<file path="src/pwm_sense_defs.svh">
// Register offsets, field positions, reset values and timing counts
`ifndef PWM_SENSE_DEFS_SVH
`define PWM_SENSE_DEFS_SVH
// --------------------------------------------------
// Command codes
// --------------------------------------------------
`define CMD_MIN_REG_VOLT 8'hce
`define CMD_SENSE_SETUP 8'hd0
`define CMD_MISC_SETUP 8'hd1
// --------------------------------------------------
// Field positions
// --------------------------------------------------
`define BLANK_HI 15
`define BLANK_LO 11
`define FCNT_HI 10
`define FCNT_LO 8
`define METH_HI 3
`define METH_LO 2
`define RANGE_HI 1
`define RANGE_LO 0
`define MIND_HI 15
`define MIND_LO 11
`define BIT_DRIVE_EN 10
`define BIT_MIND_EN 7
`define BIT_PG_PUSH 2
`define BIT_EXT_TEMP_EN 1
`define BIT_EXT_TEMP_FAULT 0
// --------------------------------------------------
// Reset values and limits
// --------------------------------------------------
`define RST_MIN_REG_VOLT 16'h0000
`define RST_SENSE_SETUP 16'h0001
`define RST_MISC_SETUP 16'h0000
`define BLANK_MAX_CODE 5'h1a
`define BLANK_STEP_NS 32
`define CLK_PERIOD_NS 10
// Cycles per blanking step, rounded up as a least time
`define BLANK_STEP_CYC ((`BLANK_STEP_NS + `CLK_PERIOD_NS - 1) / `CLK_PERIOD_NS)
`define MIND_DENOM 512
`endif

</file>
<file path="src/pwm_sense_pkg.sv">
// Types shared by the current-sense configuration block
package pwm_sense_pkg;
    // Sampling slope selection
    typedef enum logic [1:0] {
        meth_none_t_v = 2'b00,
        meth_down_t_v = 2'b01,
        meth_up_t_v = 2'b10,
        meth_rsvd_t_v = 2'b11
    } sense_method_t;
    // Measurement sequencer states
    typedef enum logic [1:0] {
        st_idle = 2'b00,
        st_blank = 2'b01,
        st_measure = 2'b10
    } meas_state_t;
endpackage
</file>
<file path="src/fault_link_if.sv">
// Event and fault signals between the top and the fault counter
interface fault_link_if;
    logic cycle_start; // Start of each switching cycle
    logic event_hit; // Event seen this cycle
    logic [2:0] count_code; // Fault count field
    logic fault; // Threshold reached, one-cycle pulse
    modport owner (output cycle_start, output event_hit, output count_code, input fault);
    modport counter (input cycle_start, input event_hit, input count_code, output fault);
endinterface

</file>
<file path="src/event_counter.sv">
// Consecutive switching-cycle event counter for one fault kind
module event_counter (
    input wire logic ref_clk, // System clock
    input wire logic rst_n, // Synchronous reset, active low
    input wire logic clk_en, // Freezes state while low
    fault_link_if.counter lnk // Event link
);
    // --------------------------------------------------
    // State
    // --------------------------------------------------
    logic [3:0] run_r, run_nxt; // Consecutive cycles with an event
    logic seen_r, seen_nxt; // Event latched in current cycle
    logic fault_r, fault_nxt; // Fault pulse
    logic [3:0] need; // Events required: 2n+1
    assign need = {lnk.count_code, 1'b1};
    assign lnk.fault = fault_r;
    // Next-state: at most one event per cycle, judged at cycle end
    always_comb begin
        run_nxt = run_r;
        seen_nxt = seen_r | lnk.event_hit;
        fault_nxt = 1'b0;
        if (lnk.cycle_start) begin
            // An event on the boundary edge counts for the new cycle
            seen_nxt = lnk.event_hit;
            if (!seen_r) begin
                run_nxt = 4'h0;
            end else if (run_r + 4'h1 >= need) begin
                run_nxt = 4'h0;
                fault_nxt = 1'b1;
            end else begin
                run_nxt = run_r + 4'h1;
            end
        end
    end
    // Registers
    always_ff @(posedge ref_clk) begin
        if (!rst_n) begin
            run_r <= 4'h0;
            seen_r <= 1'b0;
            fault_r <= 1'b0;
        end else if (clk_en) begin
            run_r <= run_nxt;
            seen_r <= seen_nxt;
            fault_r <= fault_nxt;
        end
    end
endmodule

</file>
<file path="src/pwm_current_sense_config.sv">
// Configuration, blanking and current-fault supervision of a point-of-load controller
`include "pwm_sense_defs.svh"
module pwm_current_sense_config (
    input wire logic ref_clk, // 100 MHz clock
    input wire logic rst_n, // Synchronous reset, active low
    input wire logic clk_en, // Freezes all state while low
    input wire logic cmd_wr, // Word write strobe
    input wire logic cmd_rd, // Word read strobe
    input wire logic [7:0] cmd_code, // Command code
    input wire logic [15:0] cmd_wdata, // Write word
    output logic [15:0] cmd_rdata, // Read word, registered
    output logic cmd_ack, // Command accepted, registered pulse
    output logic cmd_nack, // Unknown command, registered pulse
    input wire logic ramp_active, // Start-up or shut-down ramp in progress
    input wire logic [15:0] ramp_target_mv, // Raw ramp target
    output logic [15:0] vout_target_mv, // Clamped target, registered
    input wire logic switch_edge, // Pin: switch transition
    input wire logic high_side_on, // Pin: high-side conducting
    input wire logic cycle_start, // Pin: start of switching cycle
    input wire logic over_current_event, // Pin: over-current comparator
    input wire logic under_current_event, // Pin: under-current comparator
    output logic sample_strobe, // Take current sample, registered pulse
    output logic [1:0] sense_range, // Sense converter range, registered
    output logic over_current_fault, // Registered one-cycle pulse
    output logic under_current_fault, // Registered one-cycle pulse
    output logic [6:0] min_on_ticks, // Minimum on-time in 1/512 period units
    output logic min_duty_en, // Minimum duty limit active
    input wire logic pwm_high_req, // High-side request from modulator
    input wire logic pwm_low_req, // Low-side request from modulator
    output logic drive_high, // Gated high-side drive, registered
    output logic drive_low, // Gated low-side drive, registered
    input wire logic pg_level, // Power good state
    output logic power_good_output_o, // Power good pin output value
    output logic power_good_output_oe_n, // Power good enable, low drives
    input wire logic [15:0] int_temp, // Internal sensor reading
    input wire logic [15:0] ext_temp, // External sensor reading
    output logic [15:0] fault_temp, // Temperature for fault checks, registered
    output logic temp_comp_ext // Use external reading for current compensation
);
    // --------------------------------------------------
    // Pin synchronisers
    // --------------------------------------------------
    logic [4:0] sync1_r, sync2_r, sync_prev_r; // Two stages plus edge history
    logic [4:0] pins;
    logic sw_e, hs_on, cyc_e, oc_lvl, uc_lvl;
    assign pins = {switch_edge, high_side_on, cycle_start, over_current_event, under_current_event};
    assign sw_e = sync2_r[4] & ~sync_prev_r[4]; // Rising edge only
    assign hs_on = sync2_r[3];
    assign cyc_e = sync2_r[2] & ~sync_prev_r[2];
    assign oc_lvl = sync2_r[1];
    assign uc_lvl = sync2_r[0];
    // Synchroniser stages; first stage feeds only the second
    always_ff @(posedge ref_clk) begin
        if (!rst_n) begin
            sync1_r <= 5'h00;
            sync2_r <= 5'h00;
            sync_prev_r <= 5'h00;
        end else if (clk_en) begin
            sync1_r <= pins;
            sync2_r <= sync1_r;
            sync_prev_r <= sync2_r;
        end
    end
    // --------------------------------------------------
    // Register file
    // --------------------------------------------------
    logic [15:0] min_regulation_voltage_r, min_regulation_voltage_nxt; // RW
    logic [15:0] current_sense_setup_r, current_sense_setup_nxt; // RW
    logic [15:0] misc_device_setup_r, misc_device_setup_nxt; // RW
    logic [15:0] rdata_nxt;
    logic ack_nxt, nack_nxt;
    logic [4:0] wblank;
    logic [1:0] wmeth, wrange;
    assign wblank = cmd_wdata[`BLANK_HI:`BLANK_LO];
    assign wmeth = cmd_wdata[`METH_HI:`METH_LO];
    assign wrange = cmd_wdata[`RANGE_HI:`RANGE_LO];
    // Command decode; reserved fields are replaced so the logic never runs on them
    always_comb begin
        min_regulation_voltage_nxt = min_regulation_voltage_r;
        current_sense_setup_nxt = current_sense_setup_r;
        misc_device_setup_nxt = misc_device_setup_r;
        rdata_nxt = cmd_rdata;
        ack_nxt = 1'b0;
        nack_nxt = 1'b0;
        if (cmd_wr || cmd_rd) begin
            if (cmd_code == `CMD_MIN_REG_VOLT) begin
                ack_nxt = 1'b1;
                rdata_nxt = min_regulation_voltage_r;
                if (cmd_wr) begin
                    min_regulation_voltage_nxt = cmd_wdata;
                end
            end else if (cmd_code == `CMD_SENSE_SETUP) begin
                ack_nxt = 1'b1;
                rdata_nxt = current_sense_setup_r;
                if (cmd_wr) begin
                    current_sense_setup_nxt = cmd_wdata;
                    // Over-range blanking clamps to the longest defined delay
                    if (wblank > `BLANK_MAX_CODE) begin
                        current_sense_setup_nxt[`BLANK_HI:`BLANK_LO] = `BLANK_MAX_CODE;
                    end
                    // Undefined method keeps the previous choice
                    if (wmeth == 2'b11) begin
                        current_sense_setup_nxt[`METH_HI:`METH_LO] =
                            current_sense_setup_r[`METH_HI:`METH_LO];
                    end
                    // Undefined range falls back to the widest, which cannot clip
                    if (wrange == 2'b11) begin
                        current_sense_setup_nxt[`RANGE_HI:`RANGE_LO] = 2'b10;
                    end
                end
            end else if (cmd_code == `CMD_MISC_SETUP) begin
                ack_nxt = 1'b1;
                rdata_nxt = misc_device_setup_r;
                if (cmd_wr) begin
                    misc_device_setup_nxt = cmd_wdata;
                end
            end else begin
                nack_nxt = 1'b1; // Unmapped command
                rdata_nxt = 16'h0000;
            end
        end
    end
    // Register file state
    always_ff @(posedge ref_clk) begin
        if (!rst_n) begin
            min_regulation_voltage_r <= `RST_MIN_REG_VOLT;
            current_sense_setup_r <= `RST_SENSE_SETUP;
            misc_device_setup_r <= `RST_MISC_SETUP;
            cmd_rdata <= 16'h0000;
            cmd_ack <= 1'b0;
            cmd_nack <= 1'b0;
        end else if (clk_en) begin
            min_regulation_voltage_r <= min_regulation_voltage_nxt;
            current_sense_setup_r <= current_sense_setup_nxt;
            misc_device_setup_r <= misc_device_setup_nxt;
            cmd_rdata <= rdata_nxt;
            cmd_ack <= ack_nxt;
            cmd_nack <= nack_nxt;
        end
    end
    // --------------------------------------------------
    // Blanking and sampling sequencer
    // --------------------------------------------------
    pwm_sense_pkg::meas_state_t st_r, st_nxt; // Sequencer state
    pwm_sense_pkg::sense_method_t meth;
    logic [8:0] blank_cnt_r, blank_cnt_nxt; // Remaining blanking cycles
    logic [8:0] blank_cycles; // Code times step cycles
    logic slope_ok; // Transition matches selected slope
    logic samp_nxt;
    assign meth = pwm_sense_pkg::sense_method_t'(current_sense_setup_r[`METH_HI:`METH_LO]);
    // 32 ns rounds up to 4 cycles, so the wait is never short of the delay
    assign blank_cycles = 9'(current_sense_setup_r[`BLANK_HI:`BLANK_LO] * `BLANK_STEP_CYC);
    // Falling slope follows high-side turn-off, rising follows turn-on
    always_comb begin
        slope_ok = 1'b0;
        case (meth)
            pwm_sense_pkg::meth_down_t_v: slope_ok = ~hs_on;
            pwm_sense_pkg::meth_up_t_v: slope_ok = hs_on;
            default: slope_ok = 1'b0;
        endcase
    end
    // Sequencer next state; transitions during blanking are ignored, it runs to the end
    always_comb begin
        st_nxt = st_r;
        blank_cnt_nxt = blank_cnt_r;
        samp_nxt = 1'b0;
        case (st_r)
            pwm_sense_pkg::st_idle: begin
                if (sw_e && slope_ok) begin
                    if (blank_cycles == 9'h000) begin
                        st_nxt = pwm_sense_pkg::st_measure;
                    end else begin
                        blank_cnt_nxt = blank_cycles;
                        st_nxt = pwm_sense_pkg::st_blank;
                    end
                end
            end
            pwm_sense_pkg::st_blank: begin
                if (blank_cnt_r <= 9'h001) begin
                    st_nxt = pwm_sense_pkg::st_measure;
                end
                blank_cnt_nxt = blank_cnt_r - 9'h001;
            end
            pwm_sense_pkg::st_measure: begin
                samp_nxt = 1'b1;
                st_nxt = pwm_sense_pkg::st_idle;
            end
            default: st_nxt = pwm_sense_pkg::st_idle;
        endcase
    end
    // Sequencer registers
    always_ff @(posedge ref_clk) begin
        if (!rst_n) begin
            st_r <= pwm_sense_pkg::st_idle;
            blank_cnt_r <= 9'h000;
            sample_strobe <= 1'b0;
        end else if (clk_en) begin
            st_r <= st_nxt;
            blank_cnt_r <= blank_cnt_nxt;
            sample_strobe <= samp_nxt;
        end
    end
    // --------------------------------------------------
    // Consecutive-event fault counters
    // --------------------------------------------------
    fault_link_if oc_lnk ();
    fault_link_if uc_lnk ();
    // Events count only on a sample, keeping them tied to measurement
    assign oc_lnk.cycle_start = cyc_e;
    assign oc_lnk.event_hit = oc_lvl & sample_strobe;
    assign oc_lnk.count_code = current_sense_setup_r[`FCNT_HI:`FCNT_LO];
    assign uc_lnk.cycle_start = cyc_e;
    assign uc_lnk.event_hit = uc_lvl & sample_strobe;
    assign uc_lnk.count_code = current_sense_setup_r[`FCNT_HI:`FCNT_LO];
    assign over_current_fault = oc_lnk.fault;
    assign under_current_fault = uc_lnk.fault;
    event_counter oc_cnt (.ref_clk(ref_clk), .rst_n(rst_n), .clk_en(clk_en), .lnk(oc_lnk));
    event_counter uc_cnt (.ref_clk(ref_clk), .rst_n(rst_n), .clk_en(clk_en), .lnk(uc_lnk));
    // --------------------------------------------------
    // Outputs steered by configuration
    // --------------------------------------------------
    logic [15:0] vtgt_nxt;
    logic pg_o_nxt, pg_oe_n_nxt;
    assign sense_range = current_sense_setup_r[`RANGE_HI:`RANGE_LO];
    assign min_duty_en = misc_device_setup_r[`BIT_MIND_EN];
    // Ticks of 1/512 period, up to 64 so seven bits are needed; zero when the limit is off
    assign min_on_ticks = min_duty_en ?
        {6'({1'b0, misc_device_setup_r[`MIND_HI:`MIND_LO]} + 6'h01), 1'b0} : 7'h00;
    assign temp_comp_ext = misc_device_setup_r[`BIT_EXT_TEMP_EN];
    // Ramp clamp and power-good pin drive
    always_comb begin
        vtgt_nxt = ramp_target_mv;
        if (ramp_active && ramp_target_mv < min_regulation_voltage_r) begin
            vtgt_nxt = min_regulation_voltage_r;
        end
        if (misc_device_setup_r[`BIT_PG_PUSH]) begin
            pg_o_nxt = pg_level;
            pg_oe_n_nxt = 1'b0;
        end else begin
            pg_o_nxt = 1'b0;
            pg_oe_n_nxt = pg_level; // Released when good
        end
    end
    // Output registers
    always_ff @(posedge ref_clk) begin
        if (!rst_n) begin
            vout_target_mv <= 16'h0000;
            drive_high <= 1'b0;
            drive_low <= 1'b0;
            power_good_output_o <= 1'b0;
            power_good_output_oe_n <= 1'b0;
            fault_temp <= 16'h0000;
        end else if (clk_en) begin
            vout_target_mv <= vtgt_nxt;
            drive_high <= pwm_high_req & misc_device_setup_r[`BIT_DRIVE_EN];
            drive_low <= pwm_low_req & misc_device_setup_r[`BIT_DRIVE_EN];
            power_good_output_o <= pg_o_nxt;
            power_good_output_oe_n <= pg_oe_n_nxt;
            fault_temp <= misc_device_setup_r[`BIT_EXT_TEMP_FAULT] ? ext_temp : int_temp;
        end
    end
endmodule

</file>
<file path="config.mk">
export PLATFORM = sky130hd
export DESIGN_NAME = pwm_current_sense_config
export DESIGN_NICKNAME = d
export VERILOG_FILES = /design/src/pwm_sense_pkg.sv /design/src/fault_link_if.sv /design/src/event_counter.sv /design/src/pwm_current_sense_config.sv
export VERILOG_INCLUDE_DIRS = /design/src
export SDC_FILE = /design/constraint.sdc
export NUM_CORES = 1
export LEC_CHECK = 0
export BUFFER_PORTS_ARGS = -buffer_cell sky130_fd_sc_hd__buf_2
export CELL_PAD_IN_SITES_DETAIL_PLACEMENT = 0
export CELL_PAD_IN_SITES_GLOBAL_PLACEMENT = 2
export CORE_UTILIZATION = 32
export DETAILED_ROUTE_END_ITERATION = 8
export HOLD_SLACK_MARGIN = 0.05
export PLACE_DENSITY = 0.79
export RECOVER_POWER = 100
export SYNTH_ARGS = -nofsm -noshare
export SYNTH_HDL_FRONTEND = slang
export SYNTH_SLANG_ARGS = --single-unit
</file>
<file path="constraint.sdc">
create_clock -name ref_clk -period 3.2 [get_ports ref_clk]
set_clock_uncertainty 0.15 [all_clocks]
set_input_delay 0.32 -clock ref_clk [delete_from_list [all_inputs] [get_ports ref_clk]]
set_output_delay 0.32 -clock ref_clk [all_outputs]
set_load 0.02 [all_outputs]
</file>
# After elaboration in Yosys (flattened, before gate mapping)
# Cells that the tools add are included.
# totals
rom_bits	0
register_bits	141
n_memories	0
ram_bits	0
latch_bits	0
# op_classes
div	0
n_lt_le_gt_ge	5
bitwise_logic	14
mux	39
n_addsub	4
n_eq_ne	12
mul	0
shift	0
n_reduce_logical	14
# op_table
op	n
16-bit 2-to-1 mux	5
8-bit == test, second input constant	3
1-bit 2-to-1 mux	19
9-bit 2-to-1 mux	2
9-bit one-hot mux with 2 select lines	1
16-bit < comparator	1
4-bit 2-to-1 mux	4
6-bit AND reduction	2
9-bit by 1-bit less-or-equal comparator with 1-bit output, second input constant	1
9-bit logical NOT	1
9-bit by 1-bit subtractor with 9-bit output, second input constant	1
4-bit by 1-bit adder with 4-bit output, second input constant	2
2-bit == test, second input constant	4
4-bit greater-or-equal comparator	2
2-bit 2-to-1 mux	4
4-bit AND reduction	2
7-bit 2-to-1 mux	1
5-bit by 1-bit adder with 6-bit output, second input constant	1
1-bit AND	6
2-bit != test, second input constant	3
1-bit inverter	6
5-bit greater-than comparator, second input constant	1
5-bit 2-to-1 mux	1
5-bit AND reduction	1
other kinds (10)	14

# Longest topological paths before layout
# depth
ltp_word	5
mapped_depth	9
mapped_depth_nobuf	8

# By module
# A second synthesis with hierarchy kept.
# hier_totals
hier_cells	764
hier_area_um2	6718.9
# by_module_without_submodules
module	cells_each	n_inst	area_each_um2
pwm_current_sense_config	696	1	6035.8
event_counter	34	2	341.6

# Worst setup path after synthesis
# Ideal clock, no wire load.
# synth_timing
path_type	register to register
startpoint	register min_regulation_voltage_r[11]
endpoint	register vout_target_mv[10]
setup_time_ns	0.091
path_stages_with_launch	10
arrival_time_ns	2.070
path_slack_ns	0.889
t_required_ns	2.959
synth_period_minus_slack_ns	2.311
path_cell_list	dfxtp_1 -> inv_1 -> ha_1 -> and4_1 -> o211ai_1 -> a2111o_1 -> and3_1 -> buf_2 -> buf_6 -> a311oi_1
# synth_between
elab_chain_cells	3
# synth_lines
item	line_no	text
start, declared	pwm_current_sense_config.sv:67	logic [15:0] min_regulation_voltage_r, min_regulation_voltage_nxt;
start signal, assigned	pwm_current_sense_config.sv:126	min_regulation_voltage_r <= `RST_MIN_REG_VOLT;
start signal, assigned	pwm_current_sense_config.sv:133	min_regulation_voltage_r <= min_regulation_voltage_nxt;
16-bit < comparator	pwm_current_sense_config.sv:233	if (ramp_active && ramp_target_mv < min_regulation_voltage_r) begin
1-bit logical AND	pwm_current_sense_config.sv:233	
16-bit 2-to-1 mux	pwm_current_sense_config.sv:233	
end signal, assigned	pwm_current_sense_config.sv:254	vout_target_mv <= vtgt_nxt;
end, declared	pwm_current_sense_config.sv:16	output logic [15:0] vout_target_mv,
# Every way passes these cells.
# A chain may end at the register's enable or synchronous reset.

# Final worst setup path
# layout_timing
startpoint	input port cmd_code[1]
endpoint	register cmd_rdata[10]
# layout_between
elab_chain_cells	4
elab_cells_between_ends	6
classes_between	eq/ne (3); mux (3)
# layout_lines
item	line_no	text
start, declared	pwm_current_sense_config.sv:9	input wire logic [7:0] cmd_code,
8-bit == test (no line)	-	
16-bit 2-to-1 mux	pwm_current_sense_config.sv:111	end else if (cmd_code == `CMD_MISC_SETUP) begin
16-bit 2-to-1 mux	pwm_current_sense_config.sv:92	end else if (cmd_code == `CMD_SENSE_SETUP) begin
16-bit 2-to-1 mux (*)	pwm_current_sense_config.sv:86	if (cmd_code == `CMD_MIN_REG_VOLT) begin
end signal, assigned	pwm_current_sense_config.sv:136	cmd_rdata <= rdata_nxt;
end, declared	pwm_current_sense_config.sv:11	output logic [15:0] cmd_rdata,
# Every way passes the cells marked *; elsewhere a longest branch is shown, timed or not.

==> key figures <==
Logic synthesis
  • Count of synthesis-stage warnings from yosys: 0
  • Synth area leader: sky130_fd_sc_hd__dfxtp_1
  • Synthesized flop and latch total: ~140
  • Most instantiated cells after synthesis: sky130_fd_sc_hd__dfxtp_1 (138), sky130_fd_sc_hd__nor2_1 (86), sky130_fd_sc_hd__nand2_1 (71), sky130_fd_sc_hd__a21oi_1 (56), sky130_fd_sc_hd__mux2i_1 (44)
  • Sequential element share of the synthesized area: between 40% and 50%
  • Asr flop ratio synth: 0%
  • EDFF count, synth: 0
  • Synthesized netlist net count: 864
  • Area of the mapped netlist: ~6600 sq um
  • Synth cell types: 60
  • Synth top area cells: sky130_fd_sc_hd__dfxtp_1 (42%), sky130_fd_sc_hd__mux2i_1 (6.7%), sky130_fd_sc_hd__nor2_1 (4.9%)
  • Predominant post-synthesis flop cell: sky130_fd_sc_hd__dfxtp_1
  • Most numerous cell in the Yosys netlist: sky130_fd_sc_hd__dfxtp_1
  • Syn avg cell area: 8.70 sq um
  • Yosys top cell area share: between 40% and 50%
  • Syn Inst Count: ~750

Cells and area
  • Antenna diode count: 0
  • Multi-input logic area: ~3400 sq um
  • Layout Nets: between 1000 and 1500
  • Syn-to-layout area delta: 26.3%
  • FF/Latch Area: approximately 2800 sq um
  • Proportion of layout cells with a drive suffix above 1: between 10% and 20%
  • Final standard cell count with taps included and fillers excluded: ~1200
  • Fill cell instance count of the final layout: 2133

Clocking
  • Clock insertion delay at the later pin of the skew report: roughly 420 ps
  • Clock Root Buffer: sky130_fd_sc_hd__clkbuf_16
  • Clock net sink count: 138
  • Maximum clock path buffer count: 2
  • TritonCTS clock tree: done
  • Clock H-tree levels: 4
  • Post-cts sizing count: 0
  • Clock input transition at the sequential cells of the worst setup and hold paths: 60 ps
  • Clock buffer count from CTS: 17

Placement
  • HPWL after detailed placement: 14.3 mm
  • Total of buffers placed on input and output ports: 152
  • Gp weighted congestion: a little under 0.8
  • Total placed cells including tap cells: between 1000 and 1500

Route
  • Number of nets with antenna violations after routing: 0
  • Via count normalized by instance count: around 5.1
  • Number of vias in the routed layout: between 6000 and 7000
  • Iteration count of the initial detailed-routing pass: 5
  • DRC Markers: 0
  • WL/cell: 17.2 um
  • Initial detailed-routing violation count: between 300 and 400
  • Sum of routed wire length over all layers: roughly 20 mm

Pwr
  • Static Leakage: about 3.1 nW
  • Worst vdd ir: between 0.3 and 0.4 mV
  • Power density normalized to cell area: a little over 500 nW/um^2

Global route
  • Maximum number of pins on one net before global-route repair: between 70 and 80
  • Overflow left after global routing: 0
  • Wire length of the first global-routing pass: approximately 33 mm
  • Antenna violations before repair: 0
  • Via count of the first global-routing pass: approximately 5900
  • Overall routing resource usage: approximately a fifth

Worst setup path
  • Data required time at the worst endpoint: about 3400 ps
  • Arrival time reported for the critical path endpoint: 3000 ps
  • Maximum fanout count along the critical path: 23
  • Critical setup path kind: in2reg
  • Critical Path End Type: flop
  • Startpoint type of the worst setup path: primary input
  • Beginning of the worst register-to-register path: min_regulation_voltage_r[9]
  • Worst setup path startpoint: cmd_code[1]

Run status
  • Result of the run: complete, but fails checks
  • Violations in the final reports: max-capacitance violations, max-slew violations

Timing
  • Number of max-slew violations in the final report: between 70 and 80
  • Final TNS setup: 0 ps
  • Unrepaired setup endpoints after global routing: no
  • Setup Viol. Count Final: 0
  • Transition time at the pin with the least slew margin: between 1500 and 2000 ps
  • Tcrit/Tclk final: 87.9%
  • Final Hold Fails: 0
  • Highest clock rate: about 360 MHz
  • Period minus WS final: 2810 ps
  • Max-slew headroom: -4.64%

Flow run
  • Reported max-cap violation count: 1

Min path
  • Hold path startpoint: int_temp[3]
  • Worst hold-check path type: in2reg

Die
  • Row count: 52
  • Horizontal extent of the die: approximately 150 um
  • Core Region: 20200 sq um
  • Die area: 21100 sq um
  • Starting utilization of the core area: approximately a third
  • Number of top-level pins: about 150
  • Chip height: ~150 um
-- area by class of cell --
class	count	area share, %
Clock buffer	21	5.80
Clock inverter	11	1.99
Inverter	28	1.28
Multi-Input combinational cell	530	41.4
Sequential cell	138	33.3
Tap cell	270	4.08
Timing Repair Buffer	189	12.1
-- cells by family after synthesis --
kind of cell,share of synthesized area (%)
simple gates,17.8
compound gates,22.4
flops,42.1
buf+inv,5.44
mux,6.71
fa+ha+maj,4.58
xor+xnor,0.935
other cells,0.0572
-- flip-flops by register name (all words and copies together), names as in the netlist --
signal and count:
uc_cnt.seen_r 1, min_regulation_voltage_r 16, drive_low 1, cmd_rdata 16
cmd_nack 1, cmd_ack 1, power_good_output_o 1, drive_high 1
vout_target_mv 16, misc_device_setup_r 16, fault_temp 16, sync2_r 5
uc_cnt.run_r 4, oc_cnt.seen_r 1, uc_cnt.lnk.fault 1, st_r 2
oc_cnt.lnk.fault 1, sync_prev_r 2, current_sense_setup_r 16, power_good_output_oe_n 1
sync1_r 5, oc_cnt.run_r 4, sample_strobe 1, blank_cnt_r 9
-- per-layer routing --
metal	vias up	GRT usage (%)	part of all wire [%]
li1	3050	-	-
met1	2870	26.6	48
met2	134	31.2	46
met3	20	4.15	4.1
met4	0	6.21	1.5
met5	-	0	0
-- placed cells by master (no fill, tap or decap), types with 15 or more instances in the layout --
master	netlist	layout
sky130_fd_sc_hd__a211oi_1	20	20
sky130_fd_sc_hd__a21oi_1	56	56
sky130_fd_sc_hd__a221o_1	16	16
sky130_fd_sc_hd__a22oi_1	17	17
sky130_fd_sc_hd__a311oi_1	33	33
sky130_fd_sc_hd__buf_2	12	83
sky130_fd_sc_hd__clkbuf_1	39	71
sky130_fd_sc_hd__clkbuf_16	0	17
sky130_fd_sc_hd__dfxtp_1	138	138
sky130_fd_sc_hd__dlygate4sd3_1	0	24
sky130_fd_sc_hd__ha_1	24	24
sky130_fd_sc_hd__inv_1	26	26
sky130_fd_sc_hd__mux2i_1	44	44
sky130_fd_sc_hd__nand2_1	71	71
sky130_fd_sc_hd__nor2_1	86	87
sky130_fd_sc_hd__nor3b_1	15	15
sky130_fd_sc_hd__o21ai_0	31	31
-- metrics by stage --
step | setup WS [ps] | area [sq um] | hold WS (ps) | power, mW | util [%]
floorplan | 889 | 6560 | 282 | 2.00 | -
global placement | 464 | 7500 | 291 | 2.14 | 37.2
detailed placement | 420 | 7500 | 293 | 2.14 | 37.2
CTS | 394 | 8390 | 67.6 | 4.34 | 41.6
global route | 191 | 8290 | 79.8 | 4.44 | 41.1
finish | 389 | 8290 | 86.2 | 4.27 | 41.1
-- where the power goes --
group | leakage (nW) | switching, mW | total [mW] | internal, mW
combinational | 1.66 | 0.214 | 0.341 | 0.127
clock | 0.319 | 0.769 | 2.15 | 1.39
sequential | 1.12 | 0.0185 | 1.78 | 1.76
total | 3.10 | 1.00 | 4.27 | 3.27
-- worst max-delay path, cell delays in order --
cell and delay, ps:
sky130_fd_sc_hd__clkbuf_1 90, sky130_fd_sc_hd__or4b_1 960, sky130_fd_sc_hd__nor2_1 520, sky130_fd_sc_hd__clkbuf_1 580
sky130_fd_sc_hd__a221o_1 340, sky130_fd_sc_hd__a22oi_1 80, sky130_fd_sc_hd__nor2_1 90
-- final timing paths --
kind	slack [ps]	endpoint	cells past startpoint
setup / recovery	390	cmd_rdata[10]	7
hold / removal	90	fault_temp[3]	3
setup reg to reg	390	vout_target_mv[12]	7
hold reg to reg	300	current_sense_setup_r[7]	2
-- timing repair --
action                                 in CTS  in global routing
hold buffers                               24                  0
endpoints found under the hold margin      44                  0
buffers inserted                            0                  0
(Power assumes the default switching activity.)
